**src/pchan_regs.svh**
```systemverilog
// constants for the parameter channel checker: offsets, fields, resets, timing
// Function
// - unserviceable request answers response code 7 with error number in upper value word
// - response code in bits 15..12 of first word, bit 11 always zero
// - nonexistent parameter number gives error 0x00
// - change of an unchangeable parameter gives error 0x01
// - change value outside lower or upper limit gives error 0x02
// - missing subindex gives 0x03, subindex on non-indexed parameter gives 0x04
// - change value of wrong data type gives error 0x05
// - nonzero write to reset-only parameter without permission gives 0x06
// - change of a fixed descriptive element gives error 0x07
// - change without master control gives error 0x0B
// - operating state temporarily blocking the request gives error 0x11
// - value within limits but not a permitted individual value gives 0x14
// - parameter deactivated in current mode gives error 0x65
// - channel too narrow for the response gives error 0x66
// - value not among the values the parameter may assume gives 0x68
// - unsupported request identifier gives error 0x6A
// - change while closed-loop controller enabled gives error 0x6B
// - commissioning-only write while selector is not 15 gives 0x86
// - any supported request while know-how protection is active gives 0x87
// - below current lower limit gives 0xC8, above current upper gives 0xC9
// - change without available access code gives error 0xCC
// - numbers below 2000 go directly in number field, page index zero
// - larger numbers carry number minus offset, offset code in index bits 7..0
// - page codes 00,80,90,20,A0,50,F0,74 for the eight offsets, span 2000
`ifndef PCHAN_REGS_SVH
`define PCHAN_REGS_SVH
// register offsets
`define ADDR_CTRL 4'h0
`define ADDR_COMM_SEL 4'h1
`define ADDR_STATUS 4'h2
`define ADDR_LAST 4'h3
`define ADDR_ERR_CNT 4'h4
`define ADDR_REQ_CNT 4'h5
// control bits
`define CTRL_MASTER 0
`define CTRL_KNOWHOW 1
`define CTRL_LOOP_EN 2
`define CTRL_OP_BUSY 3
`define CTRL_CODE_OK 4
`define CTRL_RESET_PERM 5
`define CTRL_NARROW 6
`define CTRL_RESET 7'h01
`define COMM_SEL_RESET 8'h00
`define COMMISSION_VAL 8'h0F
// channel word fields
`define RC_MSB 15
`define RC_LSB 12
`define NUM_MSB 10
`define SUB_MSB 15
`define SUB_LSB 8
`define PAGE_MSB 7
`define NUM_SPAN 11'h7D0
// page index codes and offsets
`define PAGE_0 8'h00
`define PAGE_2000 8'h80
`define PAGE_6000 8'h90
`define PAGE_8000 8'h20
`define PAGE_10000 8'hA0
`define PAGE_20000 8'h50
`define PAGE_30000 8'hF0
`define PAGE_60000 8'h74
`define OFF_2000 16'h07D0
`define OFF_6000 16'h1770
`define OFF_8000 16'h1F40
`define OFF_10000 16'h2710
`define OFF_20000 16'h4E20
`define OFF_30000 16'h7530
`define OFF_60000 16'hEA60
// lookup timeout, longest time rounded down
`define LOOKUP_TIMEOUT_NS 800
`define CLK_PERIOD_NS 50
`define LOOKUP_CYCLES (`LOOKUP_TIMEOUT_NS / `CLK_PERIOD_NS)
`endif

```
**src/pchan_pkg.sv**
```systemverilog
// types shared by the parameter channel checker
package pchan_pkg;
  typedef enum logic [3:0] {
    RQ_NONE = 4'h0, RQ_READ = 4'h1, RQ_CHG_W = 4'h2, RQ_CHG_D = 4'h3,
    RQ_DESC = 4'h4, RQ_FREAD = 4'h6, RQ_FCHG_W = 4'h7, RQ_FCHG_D = 4'h8,
    RQ_COUNT = 4'h9
  } req_id_t;
  typedef enum logic [3:0] {
    RSP_NONE = 4'h0, RSP_WORD = 4'h1, RSP_DWORD = 4'h2, RSP_DESC = 4'h3,
    RSP_FWORD = 4'h4, RSP_FDWORD = 4'h5, RSP_COUNT = 4'h6, RSP_ERR = 4'h7
  } resp_id_t;
  typedef enum logic [7:0] {
    E_NO_PARAM = 8'h00, E_RO = 8'h01, E_LIMIT = 8'h02, E_SUBINDEX = 8'h03,
    E_NO_ARRAY = 8'h04, E_TYPE = 8'h05, E_RESET_ONLY = 8'h06, E_DESC_FIXED = 8'h07,
    E_NO_MASTER = 8'h0B, E_OP_STATE = 8'h11, E_INADMISSIBLE = 8'h14,
    E_DEACT = 8'h65, E_CHANNEL = 8'h66, E_ILLEGAL_VAL = 8'h68, E_UNSUPP = 8'h6A,
    E_LOOP = 8'h6B, E_COMMISSION = 8'h86, E_KNOWHOW = 8'h87, E_BELOW = 8'hC8,
    E_ABOVE = 8'hC9, E_ACCESS_CODE = 8'hCC
  } err_t;
  typedef enum logic [0:0] {S_IDLE, S_LOOKUP} state_t;
  typedef struct packed {
    logic [15:0] w0;
    logic [15:0] w1;
    logic [15:0] w2;
    logic [15:0] w3;
  } chan_t;
  typedef struct packed {
    logic exists;
    logic deactivated;
    logic read_only;
    logic indexed;
    logic [7:0] sub_count;
    logic is_dword;
    logic reset_only;
    logic commission_only;
    logic loop_locked;
    logic needs_code;
    logic desc_fixed;
    logic discrete;
    logic listed;
    logic [31:0] value;
    logic [31:0] abs_min;
    logic [31:0] abs_max;
    logic [31:0] cur_min;
    logic [31:0] cur_max;
    logic [31:0] value_mask;
  } attr_t;
  typedef struct packed {
    logic ok;
    logic [15:0] off;
  } page_t;
endpackage

```
**src/param_channel_error_and_page_index.sv**
```systemverilog
// parameter channel request checker with page index decode
`timescale 1ns/10ps
`include "pchan_regs.svh"
module param_channel_error_and_page_index #(
  parameter int LOOKUP_CYCLES = `LOOKUP_CYCLES
) (
  input wire logic sys_clk,
  input wire logic sys_rst,
  input wire logic req_valid,
  input wire pchan_pkg::chan_t req,
  output logic req_ready_q,
  output logic lookup_valid_q,
  output logic [15:0] lookup_num_q,
  output logic [7:0] lookup_sub_q,
  output logic [31:0] lookup_val_q,
  input wire logic attr_valid,
  input wire pchan_pkg::attr_t attr,
  output logic commit_q,
  output logic [31:0] commit_val_q,
  output logic resp_valid_q,
  output pchan_pkg::chan_t resp_q,
  input wire logic [3:0] reg_addr,
  input wire logic [15:0] reg_wdata,
  input wire logic reg_wr,
  input wire logic reg_rd,
  output logic [15:0] reg_rdata_q
);

  localparam int TW = $clog2(LOOKUP_CYCLES + 1);

  // ==========================================================
  // page index decode
  // ==========================================================

  // map a page code to its offset, unknown codes flagged
  function automatic pchan_pkg::page_t page_decode(input logic [7:0] pg);
    pchan_pkg::page_t p;
    p.ok = 1'b1;
    p.off = 16'h0000;
    case (pg)
      `PAGE_0: p.off = 16'h0000;
      `PAGE_2000: p.off = `OFF_2000;
      `PAGE_6000: p.off = `OFF_6000;
      `PAGE_8000: p.off = `OFF_8000;
      `PAGE_10000: p.off = `OFF_10000;
      `PAGE_20000: p.off = `OFF_20000;
      `PAGE_30000: p.off = `OFF_30000;
      `PAGE_60000: p.off = `OFF_60000;
      default: p.ok = 1'b0;
    endcase
    return p;
  endfunction

  // ==========================================================
  // declarations
  // ==========================================================

  pchan_pkg::state_t state_q, state_d;
  pchan_pkg::chan_t chan_q, chan_d;
  pchan_pkg::chan_t resp_d;
  logic [TW-1:0] tmo_q, tmo_d;
  logic req_ready_d;
  logic lookup_valid_d;
  logic [15:0] lookup_num_d;
  logic [7:0] lookup_sub_d;
  logic [31:0] lookup_val_d;
  logic commit_d;
  logic [31:0] commit_val_d;
  logic resp_valid_d;
  logic done;
  logic done_err;

  logic [6:0] ctrl_q, ctrl_d;
  logic [7:0] comm_sel_q, comm_sel_d;
  logic [15:0] err_cnt_q, err_cnt_d;
  logic [15:0] req_cnt_q, req_cnt_d;
  logic [12:0] last_q, last_d;
  logic [15:0] reg_rdata_d;

  // decode of the incoming request
  pchan_pkg::page_t in_page;
  logic [3:0] in_rq;
  logic [15:0] in_num;
  logic in_supported;
  logic pre_hit;
  pchan_pkg::err_t pre_err;

  // decode of the latched request against attributes
  logic [3:0] rq;
  logic [7:0] sub;
  logic is_field;
  logic is_read;
  logic is_desc;
  logic is_count;
  logic chg_w;
  logic chg_d;
  logic chg;
  logic [31:0] val;
  logic post_hit;
  pchan_pkg::err_t post_err;
  logic [3:0] pos_code;
  logic [15:0] pos_w2;
  logic [15:0] pos_w3;

  // ==========================================================
  // checks before the parameter lookup
  // ==========================================================

  // cheap checks on the raw request; a failing one skips the lookup
  always_comb begin
    in_page = page_decode(req.w1[`PAGE_MSB:0]);
    in_rq = req.w0[`RC_MSB:`RC_LSB];
    // offset chosen by the page code
    in_num = in_page.off + {5'h00, req.w0[`NUM_MSB:0]};
    in_supported = 1'b0;
    case (in_rq)
      pchan_pkg::RQ_NONE, pchan_pkg::RQ_READ, pchan_pkg::RQ_CHG_W,
      pchan_pkg::RQ_CHG_D, pchan_pkg::RQ_DESC, pchan_pkg::RQ_FREAD,
      pchan_pkg::RQ_FCHG_W, pchan_pkg::RQ_FCHG_D,
      pchan_pkg::RQ_COUNT: in_supported = 1'b1;
      default: in_supported = 1'b0;
    endcase
    pre_hit = 1'b1;
    pre_err = pchan_pkg::E_NO_PARAM;
    if (!in_supported) begin
      pre_err = pchan_pkg::E_UNSUPP;
    end else if (ctrl_q[`CTRL_KNOWHOW]) begin
      pre_err = pchan_pkg::E_KNOWHOW;
    // unknown page or field too big
    end else if (!in_page.ok || req.w0[`NUM_MSB:0] >= `NUM_SPAN) begin
      pre_err = pchan_pkg::E_NO_PARAM;
    end else begin
      pre_hit = 1'b0;
    end
  end

  // ==========================================================
  // checks against the parameter attributes
  // ==========================================================

  always_comb begin
    rq = chan_q.w0[`RC_MSB:`RC_LSB];
    sub = chan_q.w1[`SUB_MSB:`SUB_LSB];
    is_field = (rq >= pchan_pkg::RQ_FREAD) && (rq != pchan_pkg::RQ_COUNT);
    is_read = (rq == pchan_pkg::RQ_READ) || (rq == pchan_pkg::RQ_FREAD);
    is_desc = (rq == pchan_pkg::RQ_DESC);
    is_count = (rq == pchan_pkg::RQ_COUNT);
    chg_w = (rq == pchan_pkg::RQ_CHG_W) || (rq == pchan_pkg::RQ_FCHG_W);
    chg_d = (rq == pchan_pkg::RQ_CHG_D) || (rq == pchan_pkg::RQ_FCHG_D);
    chg = chg_w || chg_d;
    // a word change carries its value in the low word only
    val = chg_d ? {chan_q.w2, chan_q.w3} : {16'h0000, chan_q.w3};
    post_hit = 1'b1;
    post_err = pchan_pkg::E_NO_PARAM;
    if (!attr.exists) begin
      post_err = pchan_pkg::E_NO_PARAM;
    end else if (attr.deactivated) begin
      post_err = pchan_pkg::E_DEACT;
    end else if (ctrl_q[`CTRL_OP_BUSY]) begin
      post_err = pchan_pkg::E_OP_STATE;
    end else if (!attr.indexed && (sub != 8'h00 || is_count)) begin
      post_err = pchan_pkg::E_NO_ARRAY;
    end else if (attr.indexed && !is_count && sub >= attr.sub_count) begin
      post_err = pchan_pkg::E_SUBINDEX;
    end else if (chg && attr.desc_fixed) begin
      post_err = pchan_pkg::E_DESC_FIXED;
    end else if (chg && attr.read_only) begin
      post_err = pchan_pkg::E_RO;
    end else if (chg && !ctrl_q[`CTRL_MASTER]) begin
      post_err = pchan_pkg::E_NO_MASTER;
    end else if (chg && attr.commission_only && comm_sel_q != `COMMISSION_VAL) begin
      post_err = pchan_pkg::E_COMMISSION;
    end else if (chg && attr.loop_locked && ctrl_q[`CTRL_LOOP_EN]) begin
      post_err = pchan_pkg::E_LOOP;
    end else if (chg && attr.needs_code && !ctrl_q[`CTRL_CODE_OK]) begin
      post_err = pchan_pkg::E_ACCESS_CODE;
    end else if (chg && (chg_d != attr.is_dword)) begin
      post_err = pchan_pkg::E_TYPE;
    end else if (chg && attr.reset_only && val != 32'h0000_0000
                 && !ctrl_q[`CTRL_RESET_PERM]) begin
      post_err = pchan_pkg::E_RESET_ONLY;
    end else if (chg && (val < attr.abs_min || val > attr.abs_max)) begin
      post_err = pchan_pkg::E_LIMIT;
    end else if (chg && val < attr.cur_min) begin
      post_err = pchan_pkg::E_BELOW;
    end else if (chg && val > attr.cur_max) begin
      post_err = pchan_pkg::E_ABOVE;
    end else if (chg && attr.discrete && !attr.listed) begin
      post_err = pchan_pkg::E_INADMISSIBLE;
    end else if (chg && (val & ~attr.value_mask) != 32'h0000_0000) begin
      post_err = pchan_pkg::E_ILLEGAL_VAL;
    end else if ((is_read || is_desc) && attr.is_dword && ctrl_q[`CTRL_NARROW]) begin
      post_err = pchan_pkg::E_CHANNEL;
    end else begin
      post_hit = 1'b0;
    end
  end

  // positive answer code and value words
  always_comb begin
    pos_code = pchan_pkg::RSP_WORD;
    pos_w2 = 16'h0000;
    pos_w3 = attr.value[15:0];
    if (is_count) begin
      pos_code = pchan_pkg::RSP_COUNT;
      pos_w3 = {8'h00, attr.sub_count};
    end else if (is_desc) begin
      pos_code = pchan_pkg::RSP_DESC;
      pos_w2 = attr.is_dword ? attr.value[31:16] : 16'h0000;
    end else if (chg) begin
      // a change echoes the value it wrote
      pos_code = chg_d ? pchan_pkg::RSP_DWORD : pchan_pkg::RSP_WORD;
      pos_w2 = chan_q.w2;
      pos_w3 = chan_q.w3;
    end else if (attr.is_dword) begin
      pos_code = pchan_pkg::RSP_DWORD;
      pos_w2 = attr.value[31:16];
    end
    if (is_field && pos_code == pchan_pkg::RSP_WORD) begin
      pos_code = pchan_pkg::RSP_FWORD;
    end else if (is_field && pos_code == pchan_pkg::RSP_DWORD) begin
      pos_code = pchan_pkg::RSP_FDWORD;
    end
  end

  // ==========================================================
  // request sequencer
  // ==========================================================

  // one request in flight; the lookup is never overlapped
  always_comb begin
    state_d = state_q;
    chan_d = chan_q;
    tmo_d = tmo_q;
    req_ready_d = req_ready_q;
    lookup_valid_d = 1'b0;
    lookup_num_d = lookup_num_q;
    lookup_sub_d = lookup_sub_q;
    lookup_val_d = lookup_val_q;
    commit_d = 1'b0;
    commit_val_d = commit_val_q;
    resp_valid_d = 1'b0;
    resp_d = resp_q;
    done = 1'b0;
    done_err = 1'b0;
    case (state_q)
      pchan_pkg::S_IDLE: begin
        if (req_valid && req_ready_q) begin
          chan_d = req;
          if (pre_hit) begin
            resp_d.w0 = {pchan_pkg::RSP_ERR, 1'b0, req.w0[`NUM_MSB:0]};
            resp_d.w1 = req.w1;
            resp_d.w2 = {8'h00, pre_err};
            resp_d.w3 = 16'h0000;
            resp_valid_d = 1'b1;
            done = 1'b1;
            done_err = 1'b1;
          end else if (in_rq == pchan_pkg::RQ_NONE) begin
            // no request: no response, channel cleared
            resp_d = '0;
            resp_valid_d = 1'b1;
            done = 1'b1;
          end else begin
            lookup_valid_d = 1'b1;
            lookup_num_d = in_num;
            lookup_sub_d = req.w1[`SUB_MSB:`SUB_LSB];
            lookup_val_d = (in_rq == pchan_pkg::RQ_CHG_D || in_rq == pchan_pkg::RQ_FCHG_D)
                           ? {req.w2, req.w3} : {16'h0000, req.w3};
            tmo_d = '0;
            req_ready_d = 1'b0;
            state_d = pchan_pkg::S_LOOKUP;
          end
        end
      end
      pchan_pkg::S_LOOKUP: begin
        // the old answer stands until this one is ready
        if (attr_valid) begin
          state_d = pchan_pkg::S_IDLE;
          req_ready_d = 1'b1;
          resp_valid_d = 1'b1;
          resp_d.w1 = chan_q.w1;
          done = 1'b1;
          if (post_hit) begin
            resp_d.w0 = {pchan_pkg::RSP_ERR, 1'b0, chan_q.w0[`NUM_MSB:0]};
            resp_d.w2 = {8'h00, post_err};
            resp_d.w3 = 16'h0000;
            done_err = 1'b1;
          end else begin
            resp_d.w0 = {pos_code, 1'b0, chan_q.w0[`NUM_MSB:0]};
            resp_d.w2 = pos_w2;
            resp_d.w3 = pos_w3;
            commit_d = chg;
            commit_val_d = chg ? val : commit_val_q;
          end
        end else if (tmo_q == TW'(LOOKUP_CYCLES - 1)) begin
          // silent database treated as a temporary block
          // lookup timed out
          state_d = pchan_pkg::S_IDLE;
          req_ready_d = 1'b1;
          resp_d.w0 = {pchan_pkg::RSP_ERR, 1'b0, chan_q.w0[`NUM_MSB:0]};
          resp_d.w1 = chan_q.w1;
          resp_d.w2 = {8'h00, pchan_pkg::E_OP_STATE};
          resp_d.w3 = 16'h0000;
          resp_valid_d = 1'b1;
          done = 1'b1;
          done_err = 1'b1;
        end else begin
          tmo_d = tmo_q + TW'(1);
        end
      end
      default: begin
        state_d = pchan_pkg::S_IDLE;
        req_ready_d = 1'b1;
      end
    endcase
  end

  // sequencer registers
  always_ff @(posedge sys_clk or posedge sys_rst) begin
    if (sys_rst) begin
      state_q <= pchan_pkg::S_IDLE;
      chan_q <= '0;
      tmo_q <= '0;
      req_ready_q <= 1'b1;
      lookup_valid_q <= 1'b0;
      lookup_num_q <= 16'h0000;
      lookup_sub_q <= 8'h00;
      lookup_val_q <= 32'h0000_0000;
      commit_q <= 1'b0;
      commit_val_q <= 32'h0000_0000;
      resp_valid_q <= 1'b0;
      resp_q <= '0;
    end else begin
      state_q <= state_d;
      chan_q <= chan_d;
      tmo_q <= tmo_d;
      req_ready_q <= req_ready_d;
      lookup_valid_q <= lookup_valid_d;
      lookup_num_q <= lookup_num_d;
      lookup_sub_q <= lookup_sub_d;
      lookup_val_q <= lookup_val_d;
      commit_q <= commit_d;
      commit_val_q <= commit_val_d;
      resp_valid_q <= resp_valid_d;
      resp_q <= resp_d;
    end
  end

  // ==========================================================
  // register port
  // ==========================================================

  // writes, counters and read mux; a same-cycle event is counted on top of a clear
  always_comb begin
    ctrl_d = ctrl_q;
    comm_sel_d = comm_sel_q;
    err_cnt_d = err_cnt_q;
    req_cnt_d = req_cnt_q;
    last_d = last_q;
    reg_rdata_d = 16'h0000;
    if (reg_wr) begin
      case (reg_addr)
        `ADDR_CTRL: ctrl_d = reg_wdata[6:0];
        `ADDR_COMM_SEL: comm_sel_d = reg_wdata[7:0];
        `ADDR_ERR_CNT: err_cnt_d = 16'h0000;
        `ADDR_REQ_CNT: req_cnt_d = 16'h0000;
        default: ctrl_d = ctrl_q;
      endcase
    end
    // counters stick at full scale rather than wrap
    if (done && req_cnt_d != 16'hFFFF) begin
      req_cnt_d = req_cnt_d + 16'h0001;
    end
    if (done_err && err_cnt_d != 16'hFFFF) begin
      err_cnt_d = err_cnt_d + 16'h0001;
    end
    if (done) begin
      last_d = {done_err, resp_d.w0[`RC_MSB:`RC_LSB], resp_d.w2[7:0]};
    end
    if (reg_rd) begin
      case (reg_addr)
        `ADDR_CTRL: reg_rdata_d = {9'h000, ctrl_q};
        `ADDR_COMM_SEL: reg_rdata_d = {8'h00, comm_sel_q};
        `ADDR_STATUS: reg_rdata_d = {14'h0000, last_q[12], state_q != pchan_pkg::S_IDLE};
        `ADDR_LAST: reg_rdata_d = {4'h0, last_q[11:0]};
        `ADDR_ERR_CNT: reg_rdata_d = err_cnt_q;
        `ADDR_REQ_CNT: reg_rdata_d = req_cnt_q;
        default: reg_rdata_d = 16'h0000;
      endcase
    end
  end

  // register file state
  always_ff @(posedge sys_clk or posedge sys_rst) begin
    if (sys_rst) begin
      ctrl_q <= `CTRL_RESET;
      comm_sel_q <= `COMM_SEL_RESET;
      err_cnt_q <= 16'h0000;
      req_cnt_q <= 16'h0000;
      last_q <= 13'h0000;
      reg_rdata_q <= 16'h0000;
    end else begin
      ctrl_q <= ctrl_d;
      comm_sel_q <= comm_sel_d;
      err_cnt_q <= err_cnt_d;
      req_cnt_q <= req_cnt_d;
      last_q <= last_d;
      reg_rdata_q <= reg_rdata_d;
    end
  end

endmodule

```
**config.mk**
```make
export PLATFORM = sky130hd
export DESIGN_NAME = param_channel_error_and_page_index
export DESIGN_NICKNAME = d
export VERILOG_FILES = /design/src/pchan_pkg.sv /design/src/param_channel_error_and_page_index.sv
export VERILOG_INCLUDE_DIRS = /design/src
export SDC_FILE = /design/constraint.sdc
export NUM_CORES = 1
export LEC_CHECK = 0
export BUFFER_PORTS_ARGS = -buffer_cell sky130_fd_sc_hd__buf_2
export CAP_MARGIN = 10
export CORE_UTILIZATION = 49
export DETAILED_ROUTE_END_ITERATION = 6
export HOLD_SLACK_MARGIN = 0.15
export PLACE_DENSITY_LB_ADDON = 0.05
export SYNTH_ARGS = -nofsm -noshare
export SYNTH_HDL_FRONTEND = slang
export SYNTH_SLANG_ARGS = --single-unit
```
**constraint.sdc**
```tcl
create_clock -name sys_clk -period 11.65 [get_ports sys_clk]
set_input_delay 3.495 -clock sys_clk [delete_from_list [all_inputs] [get_ports sys_clk]]
set_output_delay 3.495 -clock sys_clk [all_outputs]
set_load 0.005 [all_outputs]
```
Word-level counts from Yosys, hierarchy flattened
Memories as Yosys holds them, arrays and structs flattened.
Index checks and enable logic that the tools add are counted.
- flip-flop bits (word level): 302
- bits in latches: 0
- bits in writable memories: 0
- bits in read-only memories: 16
- input port bits: 302
- output and inout bits: 172
- word-level logic and storage cells: 252
- memories kept: 1
- memories (name ; depth ; bits a word ; rd ports ; clocked after Yosys merged registers in ; write ports ; RTL line ; source):
    (name not given) ; 16 ; 1 ; 1 ; 0 ; 0 ; param_channel_error_and_page_index.sv:116 ; case (in_rq)
- add/sub/neg operators: 4
- $mul: 0
- divide/modulo/power cells: 0
- magnitude comparators: 7
- equal/unequal tests: 37
- shift-type cells: 0
- mux-type cells: 110
- bitwise gates (word level): 6
- reductions and logical operators: 61
- operators with widths (cell ; count):
    64-bit 2-to-1 mux ; 5
    16-bit 2-to-1 mux ; 15
    8-bit 2-to-1 mux ; 18
    64-bit one-hot mux with 2 select lines ; 1
    16-bit one-hot mux with 7 select lines ; 1
    32-bit 2-to-1 mux ; 3
    16-bit one-hot mux with 6 select lines ; 1
    32-bit > comparator ; 2
    32-bit < comparator ; 2
    32-bit nonzero test ; 2
    1-bit 2-to-1 mux ; 46
    16-bit by 1-bit adder with 16-bit output, second input constant ; 2
    32-bit bitwise AND ; 1
    8-bit equality test, second input constant ; 4
    16-bit != test, second input constant ; 2
    32-bit inverter ; 1
    1-bit logical AND ; 30
    5-bit 2-to-1 mux ; 5
    4-bit by 2-bit equality test with 1-bit output, second input constant ; 6
    7-bit 2-to-1 mux ; 3
    4-bit by 3-bit equality test with 1-bit output, second input constant ; 5
    16-bit by 11-bit adder with 16-bit output ; 1
    8-bit by 7-bit equality test with 1-bit output, second input constant ; 2
    4-bit by 1-bit equality test with 1-bit output, second input constant ; 3
    29 further kinds ; 64

Longest topological paths before layout
Gate-level depths: netlist of run 1.
- depth after elaboration: 29
- gate-level depth with buffers: 18
- mapped depth without buffers: 15

Worst setup path before layout of run 1
Ideal clock, no wire load.
- kind: in2reg
- start: input port attr[35] (netlist name)
- end: register commit_val_q[10]
- library setup time: 0.125 ns
- arrival time: 6.297 ns
- data required time: 11.525 ns
- slack: 5.228 ns
- cell stages on the path: 14
- path buffers: 2
- cells stage by stage: inv_1 > ha_1 > a21o_1 > a21oi_1 > a21boi_1 > or4_1 > a211oi_1 > o22ai_2 > nor4_4 > and2_1 > buf_6 > nand2_4 > buf_6 > mux2_4
- word-level cells in the longest chain between the ends: 20
- ends and longest elaborated chain (what ; RTL line ; source):
    start: declaration ; param_channel_error_and_page_index.sv:17 ; input wire pchan_pkg::attr_t attr,
    32-bit > comparator ; param_channel_error_and_page_index.sv:186 ; end else if (chg && val > attr.cur_max) begin
    1-bit logical AND ; param_channel_error_and_page_index.sv:186 ;
    1-bit 2-to-1 mux ; param_channel_error_and_page_index.sv:186 ;
    1-bit 2-to-1 mux ; param_channel_error_and_page_index.sv:184 ; end else if (chg && val < attr.cur_min) begin
    1-bit 2-to-1 mux ; param_channel_error_and_page_index.sv:182 ; end else if (chg && (val < attr.abs_min || val > attr.abs_max)) begin
    1-bit 2-to-1 mux ; param_channel_error_and_page_index.sv:179 ; end else if (chg && attr.reset_only && val != 32'h0000_0000
    1-bit 2-to-1 mux ; param_channel_error_and_page_index.sv:177 ; end else if (chg && (chg_d != attr.is_dword)) begin
    1-bit 2-to-1 mux ; param_channel_error_and_page_index.sv:175 ; end else if (chg && attr.needs_code && !ctrl_q[`CTRL_CODE_OK]) begin
    [4 not listed] ; -- ;
    1-bit 2-to-1 mux ; param_channel_error_and_page_index.sv:165 ; end else if (chg && attr.desc_fixed) begin
    1-bit 2-to-1 mux ; param_channel_error_and_page_index.sv:163 ; end else if (attr.indexed && !is_count && sub >= attr.sub_count) begin
    1-bit 2-to-1 mux ; param_channel_error_and_page_index.sv:161 ; end else if (!attr.indexed && (sub != 8'h00 || is_count)) begin
    1-bit 2-to-1 mux ; param_channel_error_and_page_index.sv:159 ; end else if (ctrl_q[`CTRL_OP_BUSY]) begin
    1-bit 2-to-1 mux ; param_channel_error_and_page_index.sv:157 ; end else if (attr.deactivated) begin
    1-bit 2-to-1 mux ; param_channel_error_and_page_index.sv:155 ; if (!attr.exists) begin
    1-bit inverter (no source line) ; -- ;
    4-bit AND reduction (no source line) ; -- ;
    end signal: assignment ; param_channel_error_and_page_index.sv:343 ; commit_val_q <= commit_val_d;
    end: declaration ; param_channel_error_and_page_index.sv:19 ; output logic [31:0] commit_val_q,
Every way passes these cells.
A chain may end at the register's enable or synchronous reset.

Worst setup path after layout of run 1
- start: input port attr[59] (netlist name)
- end: register commit_val_q[3]
Same word-level chain as after synthesis.

==> summary.txt, run 1 <==
STA
  – Final-report hold violation count: 0
  – Setup violators final: 0
  – Crit share post-route: 0.596
  – Slew @ Worst Pin: 1030 ps
  – Clock Skews: 25.5 ps
  – Final Hold Slack: 474 ps
  – Min Tclk post-route: 6940 ps
  – Count of pins over their slew limit: 0
  – RSZ-0062 raised after global routing: no
  – Max_slew headroom: 0.313
  – Setup ws final: 4710 ps
  – Maximum clock frequency: 144 MHz
  – Setup tns final: 0 ps

Power and ir drop
  – NetSw: 1.16 mW
  – Flop pwr share: 0.402
  – Pleak: 11.8 nW
  – Int Power: 2.21 mW
  – Total chip power: 3.37 mW
  – PD cells: 155 nW/µm²
  – Sw Ratio: 0.344
  – Clock network power share: 0.338
  – Peak supply drop: 0.106 mV
  – Combinational share of power: 0.260

GRT
  – Vias in the first global route: 16686
  – GRT Overall Usage: 0.335
  – Initial antenna violation count: 22
  – Largest net degree at the start of global routing: 89
  – Total grt overflow: 0
  – First-pass GRT wire length: 94.7 mm

Clock tree
  – Worst-path clk slew: 60 ps
  – Clock latency on the worst-skew pair: 550 ps
  – Cts hold-fix bufs: 0
  – Maximum root-to-sink buffer count: 3
  – H-tree depth: 2
  – Setup Buffers After CTS: 0
  – Clk sinks: 300
  – Root Buffer: clkbuf_16
  – Post-cts sizing count: 0
  – CTS buffer count: 36
  – CTS tree: done

Die
  – Site row count: 69
  – Die ar.: 37100 µm²
  – Initial core utilization: 0.499
  – Die width: 193 µm
  – Chip height: 193 µm
  – Core Footprint: 35700 µm²
  – I/O pin count: 474

Routing
  – Vias: 16889
  – Vias per cell: 5.72
  – # DRC: 110
  – Drt total wl: 61.7 mm
  – Detailed Route Iter0 Violations: 1271
  – WL per Instance: 20.9 µm
  – Routed Antenna Nets: 0
  – Drt pass-1 iters: 7

Layout
  – Fill cells: 3250
  – Syn-to-layout area delta: 22.3%
  – Fraction of layout instances using a drive strength above 1: 0.247
  – Final net count: 2886
  – Post-Route Utilization: 0.611

Setup path
  – CP Cell Sequence: buf_2, inv_1, ha_1, nand4_1, nor4_1, nand2_1, o41ai_1, o22ai_2, nor4_4, and2_1, nand2_4, mux2_4
  – Slowest-stage cell, CP: o41ai_1
  – Worst endpoint data arrival time: 7360 ps
  – Crit path max fanout: 33
  – Crit start category: input pin
  – Crit path buf inv count: 2
  – Setup crit end kind: flop
  – Top Family by Delay on Critical Path: simple AND/OR/NAND/NOR gates
  – Delay of the slowest cell on the worst path: 570 ps
  – Critical path class: in2reg
  – Worst EP required: 12070 ps

Logic synthesis
  – Yosys Warn Count: 0
  – Synth top area share: 0.419
  – Async SR Flop Fraction: 1.00
  – Syn avg cell area: 8.82 µm²
  – EDFF count, synth: 0
  – Leading post-synthesis cells by cell area: dfrtp_1 42%, ha_1 9.8%, nand2_1 8.5%, inv_1 3.8%, o21ai_0 3.0%
  – Synth Net Count: 2460
  – Netlist cell types: 86
  – Sequential fraction of the synthesis area: 0.422
  – Post-Syn Area: 17800 µm²
  – Synthesized flop and latch total: 300
  – Synth area leader: dfrtp_1
  – Synth Instances: 2018
  – Ys flop type: dfrtp_1

Placement
  – Place WS: 4170 ps
  – HPWL after detailed placement: 46.6 mm
  – I/O Buffers: 463
  – GPL Wtd Cong: 0.909

Outcome
  – Failing checks: design-rule violations
  – Status: complete, but fails checks

Job
  – Max-cap violation count: 0

Hold path
  – Worst Hold Class: reg2reg
-- cell usage in the layout, fill, tap and decap left out, types with 15 or more instances in the layout --
cell	n
buf_2	463
nand2_1	403
dfrtp_1	298
inv_1	179
ha_1	139
o21ai_0	105
nor2_1	92
a21oi_1	90
nand3_1	75
a22oi_1	46
a22o_1	39
a31oi_1	37
clkbuf_16	36
nand4_1	34
nand2b_1	32
mux2_2	22
nor3_1	22
and3_1	22
diode_2	21
xnor2_1	20
mux2i_1	20
buf_4	19
nor4_1	18
and2_1	15
-- cells in the mapped netlist (all sizes together), types with 4 or more instances --
cell type,n
a211o,6
a211oi,14
a21o,12
a21oi,92
a221oi,4
a222oi,8
a22o,39
a22oi,46
a31o,6
a31oi,37
and2,15
and3,22
and4,8
buf,21
clkbuf,74
dfrtp,298
ha,139
inv,180
mux2,35
mux2i,20
nand2,404
nand2b,32
nand3,77
nand4,34
nor2,94
nor2b,11
nor3,22
nor4,20
o211ai,5
o21ai,109
o21bai,4
o22ai,14
o31ai,10
or3,9
xnor2,20
xor2,14
-- area by class of cell --
type | instances | area [µm²] | share of cell area
inverters | 181 | 683 | 0.0314
clock inverters | 13 | 143 | 0.00655
multi-input cells | 1442 | 9260 | 0.425
repair buffers | 483 | 2490 | 0.114
well taps | 461 | 577 | 0.0265
diodes | 21 | 52.6 | 0.00241
clock buffers | 51 | 1070 | 0.0490
flip-flops and latches | 300 | 7510 | 0.345
-- worst paths after layout --
| path | depth (start not counted) | slack (ps) | start | endpoint |
|---|---|---|---|---|
| min in group asynchronous | 2 | 3080 | sys_rst | lookup_val_q[20]$_DFFE_PP0P_ |
| worst max-delay path | 12 | 4710 | attr[59] | commit_val_q[3]$_DFFE_PP0P_ |
| worst min register to register | 2 | 470 | lookup_val_q[14]$_DFFE_PP0P_ | lookup_val_q[14]$_DFFE_PP0P_ |
| worst max register to register | 15 | 6100 | chan_q[63]$_DFFE_PP0P_ | commit_val_q[3]$_DFFE_PP0P_ |
| max in group asynchronous | 4 | 6510 | sys_rst | lookup_val_q[6]$_DFFE_PP0P_ |
| worst min-delay path | 2 | 470 | lookup_val_q[14]$_DFFE_PP0P_ | lookup_val_q[14]$_DFFE_PP0P_ |
-- power groups by stage --
stage / Sequential (mW) / Combinational (mW) / Clock [mW]
floorplan: 1.30 / 0.579 / 0
global placement: 1.36 / 0.839 / 0
detailed placement: 1.37 / 0.865 / 0
CTS: 1.35 / 0.870 / 1.16
global route: 1.37 / 0.986 / 1.20
finish: 1.36 / 0.876 / 1.14
-- state kept, by name, summed over array words and instances, names as in the netlist --
signal,cells
lookup_valid_q,1
req_cnt_q,16
resp_valid_q,1
req_ready_q,1
last_q,13
reg_rdata_q,16
comm_sel_q,8
resp_q,63
lookup_sub_q,8
commit_val_q,32
state_q,1
ctrl_q,7
tmo_q,5
lookup_num_q,16
chan_q,63
commit_q,1
err_cnt_q,16
lookup_val_q,32
-- stage by stage --
stage	instance area (µm²)	std cells
5_1_grt	21800	2946
3_5_place_dp	20500	2865
2_1_floorplan	17800	2018
6_report	21800	2952
3_3_place_gp	20500	2865
4_1_cts	21700	2929
-- cells by family after synthesis --
group	Yosys count	synth area share
AO/OA/AOI/OAI	440	0.163
XOR/XNOR	34	0.0167
adder cells (fa/ha/maj)	140	0.0988
buffers and inverters	276	0.0611
flip-flops	300	0.422
multiplexers	55	0.0361
other	1	0.000211
AND/OR/NAND/NOR	772	0.203
-- per-layer routing --
metal,up-vias,wire (µm),GRT usage
met5,-,40,0
li1,7946,-,-
met2,637,28400,0.530
met4,8,2200,0.146
met1,8181,26000,0.440
met3,117,5060,0.0757
-- worst reg2reg max path: stages (launching register included) --
cell and delay (ps):
dfrtp_1 600, nor4b_4 480, nor2_1 90, buf_4 200, nor2_1 330, ha_1 330
a41oi_1 170, o21ai_0 130, a221oi_1 610, o221ai_1 280, o21ai_2 310, nand3_4 180
nor4_4 340, and2_1 510, nand2_4 430, mux2_4 450
(Power assumes the default switching activity.)
==> inputs of run 2 (changes only) <==
--- a/config.mk
+++ b/config.mk
@@ -6,9 +6,10 @@
 export SDC_FILE = /design/constraint.sdc
 export NUM_CORES = 1
 export LEC_CHECK = 0
+export ABC_AREA = 1
 export BUFFER_PORTS_ARGS = -buffer_cell sky130_fd_sc_hd__buf_2
 export CAP_MARGIN = 10
-export CORE_UTILIZATION = 49
+export CORE_UTILIZATION = 50
 export DETAILED_ROUTE_END_ITERATION = 6
 export HOLD_SLACK_MARGIN = 0.15
 export PLACE_DENSITY_LB_ADDON = 0.05
==> constraint.sdc (replaced) <==
create_clock -name sys_clk -period 7.17 [get_ports sys_clk]
set_input_delay 2.151 -clock sys_clk [delete_from_list [all_inputs] [get_ports sys_clk]]
set_output_delay 2.151 -clock sys_clk [all_outputs]
set_load 0.005 [all_outputs]
==> summary.txt, run 2 <==
Outcome
  – Status: finished clean

Setup path
  – CP Cell Sequence: buf_2, inv_1, ha_1, nand2_1, nor4_1, nand3_1, nand2_1, inv_1, nand2_1, nand2_1, nor2_1, nand3_2, nor2_2, inv_2, nor2_4, inv_2, nand2_1, o21ai_0
  – Critical path class: in2reg
  – Delay of the slowest cell on the worst path: 570 ps (about the same)
  – Reg2reg end: commit_val_q[24]$_DFFE_PP0P_
  – R2r worst-path depth: 19 (+4)
  – Crit start category: input pin
  – Crit path max fanout: 48 (+45%)
  – Slowest-stage cell, CP: nor4_1
  – Worst endpoint data arrival time: 5750 ps (-1610 ps)
  – Crit path buf inv count: 5 (+3)
  – R2r startpoint: chan_q[63]$_DFFE_PP0P_
  – Reg2Reg Setup Slack: 1930 ps (-4170 ps)
  – Setup crit end kind: flop
  – Top Family by Delay on Critical Path: simple AND/OR/NAND/NOR gates
  – CP startpoint: attr[39]
  – CP dominant cell by count: nand2_1
  – Worst EP required: 7540 ps (-4530 ps)

GRT
  – Initial antenna violation count: 20 (-9.1%)
  – Largest net degree at the start of global routing: 158 (+78%)
  – First-pass GRT wire length: 93.9 mm (-0.84%)
  – Vias in the first global route: 17040 (+2.1%)
  – GRT Overall Usage: 0.339 (+0.00362)
  – Total grt overflow: 0 (unchanged)

STA
  – Count of pins over their slew limit: 0 (unchanged)
  – RSZ-0062 raised after global routing: no
  – Max_slew headroom: 0.207 (-0.106)
  – Setup tns final: 0 ps (unchanged)
  – Clock Skews: 36.8 ps (+11.3 ps)
  – Final-report hold violation count: 0 (unchanged)
  – Setup violators final: 0 (unchanged)
  – Min Tclk post-route: 5380 ps
  – Maximum clock frequency: 186 MHz
  – Crit share post-route: 0.750
  – Slew @ Worst Pin: 1190 ps (+160 ps)

Placement
  – GPL Wtd Cong: 0.931 (+2.4%)
  – HPWL after detailed placement: 47.6 mm (+2.1%)
  – Placed cell count: 3120 (+8.9%)
  – I/O Buffers: 463 (unchanged)

Hold path
  – Min-delay src: lookup_val_q[6]$_DFFE_PP0P_
  – WHS Path Cells: 2 (unchanged)
  – Worst Hold Class: reg2reg
  – Hold Path End: lookup_val_q[6]$_DFFE_PP0P_

Logic synthesis
  – Synth Net Count: 2707 (+10%)
  – Async SR Flop Fraction: 1.00 (unchanged)
  – Sequential fraction of the synthesis area: 0.424 (+0.00191)
  – Post-Syn Area: 17700 µm² (-0.45%)
  – EDFF count, synth: 0 (unchanged)
  – Most frequent cells after synthesis: 571 x nand2_1, 354 x inv_1, 298 x dfrtp_1
  – Synth Instances: 2265 (+12%)
  – Netlist cell types: 61 (-29%)
  – Syn avg cell area: 7.83 µm² (-11%)
  – Ys flop type: dfrtp_1
  – Most frequent cell after synthesis: nand2_1
  – Synth top area share: 0.421 (+0.00189)
  – Synth area leader: dfrtp_1
  – Leading post-synthesis cells by cell area: dfrtp_1 42%, nand2_1 12%, ha_1 9.8%, inv_1 7.5%, o21ai_0 5.4%
  – Synthesized flop and latch total: 300 (unchanged)
  – Yosys Warn Count: 0 (unchanged)

Routing
  – Routed Antenna Nets: 0 (unchanged)
  – Detailed Route Iter0 Violations: 1024 (-19%)
  – Top sig layer: met5
  – Drt pass-1 iters: 5 (-2)
  – # DRC: 0 (-100%)
  – Met3 wire length: 5.03 mm (-0.57%)
  – Met2 WL: 28.5 mm (+0.22%)
  – Vias: 17432 (+3.2%)
  – Vias per cell: 5.45 (-4.7%)
  – Drt total wl: 61.8 mm (+0.18%)
  – WL per Instance: 19.4 µm (-7.5%)
  – Metal1 wirelength: 26.1 mm (+0.17%)

Layout
  – Non-filler cells, final: 3196 (+8.3%)
  – Commonest non-fill, non-tap cell in the layout: nand2_1
  – Largest registers: chan_q (63), resp_q (63)
  – Most frequent cells in the layout: 571 x nand2_1, 463 x buf_2, 352 x inv_1, 298 x dfrtp_1, 192 x o21ai_0
  – Final net count: 3145 (+9.0%)
  – Fill cells: 3166 (-2.6%)
  – Syn-to-layout area delta: 22.3% (about the same)
  – Fraction of layout instances using a drive strength above 1: 0.217 (-0.0306)

Power and ir drop
  – PD cells: 272 nW/µm² (+75%)
  – Pleak: 12.0 nW (+1.1%)
  – Peak supply drop: 0.226 mV (+110%)

Die
  – Chip height: 190 µm (-1.2%)
  – I/O pin count: 474 (unchanged)
  – Site row count: 68 (-1.4%)
  – Die width: 190 µm (-1.2%)
  – Initial core utilization: 0.511 (+0.0112)
  – Core Footprint: 34700 µm² (-2.6%)
  – Die ar.: 36200 µm² (-2.4%)

Job
  – Max-cap violation count: 0 (unchanged)

Clock tree
  – Maximum root-to-sink buffer count: 3 (unchanged)
  – CTS tree: done
  – CTS buffer count: 36 (unchanged)
  – Clock latency on the worst-skew pair: 540 ps (about the same)
  – Setup Buffers After CTS: 0 (unchanged)
  – Clk sinks: 300 (unchanged)
  – H-tree depth: 2 (unchanged)
  – Cts hold-fix bufs: 0 (unchanged)
  – Root Buffer: clkbuf_16
  – Post-cts sizing count: 0 (unchanged)
  – Worst-path clk slew: 60 ps (about the same)
run 2: worst max-delay path by stage:
stage / depth (start not counted) / endpoint
floorplan: 1 / chan_q[0]$_DFFE_PP0P_
global placement: 18 / commit_val_q[10]$_DFFE_PP0P_
CTS: 18 / commit_val_q[24]$_DFFE_PP0P_
global route: 22 / commit_val_q[28]$_DFFE_PP0P_
finish: 18 / commit_val_q[24]$_DFFE_PP0P_
detailed placement: 18 / commit_val_q[12]$_DFFE_PP0P_
run 2: kinds of logic after synthesis:
group                      Yosys count  synth area share
AOI/OAI and AO/OA                  448             0.150
xor gates and xnor gates            36            0.0178
adders and majority gates          140            0.0992
buffers and inverters              440            0.0961
DFF                                300             0.424
other                                1          0.000212
and+or+nand+nor                    900             0.213
run 2: area by class of cell:
class / instances / area [µm²] / area share
antenna: 14 / 35.0 / 0.00162
clock buffer: 53 / 1140 / 0.0524
clock inverter: 9 / 114 / 0.00525
inverter: 368 / 1390 / 0.0640
multi-input combinational: 1525 / 8520 / 0.393
sequential: 300 / 7510 / 0.346
tap: 455 / 569 / 0.0263
timing repair buffer: 472 / 2410 / 0.111
run 2: power by group:
part / total (mW) / switching, mW / internal, mW
registers: 2.22 / 0.245 / 1.97
clock network: 1.91 / 0.737 / 1.17
logic: 1.77 / 1.16 / 0.611
total: 5.89 / 2.14 / 3.75
run 2: per-stage QoR:
step                      cell area [µm²]  hold slack [ps]   util  worst slack [ps]  power [mW]
after CTS                           21700              469  0.624              1880        5.89
after global routing                21700              496  0.624              1480        6.23
after detailed placement            20400              454  0.588              1330        3.98
after floorplan                     17700              442      -              1030        3.30
after global placement              20400              452  0.588              1420        3.91
final                               21700              468  0.625              1790        5.89
run 2: tightest hold or removal path, stage by stage, from the launching register on:
cell and delay [ps]:
dfrtp_1 340, nand2_1 50, nand2_1 50
run 2: routing by layer:
metal | track usage | vias up
met5 | 0 | -
met4 | 0.127 | 14
met3 | 0.0749 | 137
met2 | 0.550 | 704
met1 | 0.443 | 8261
li1 | - | 8316
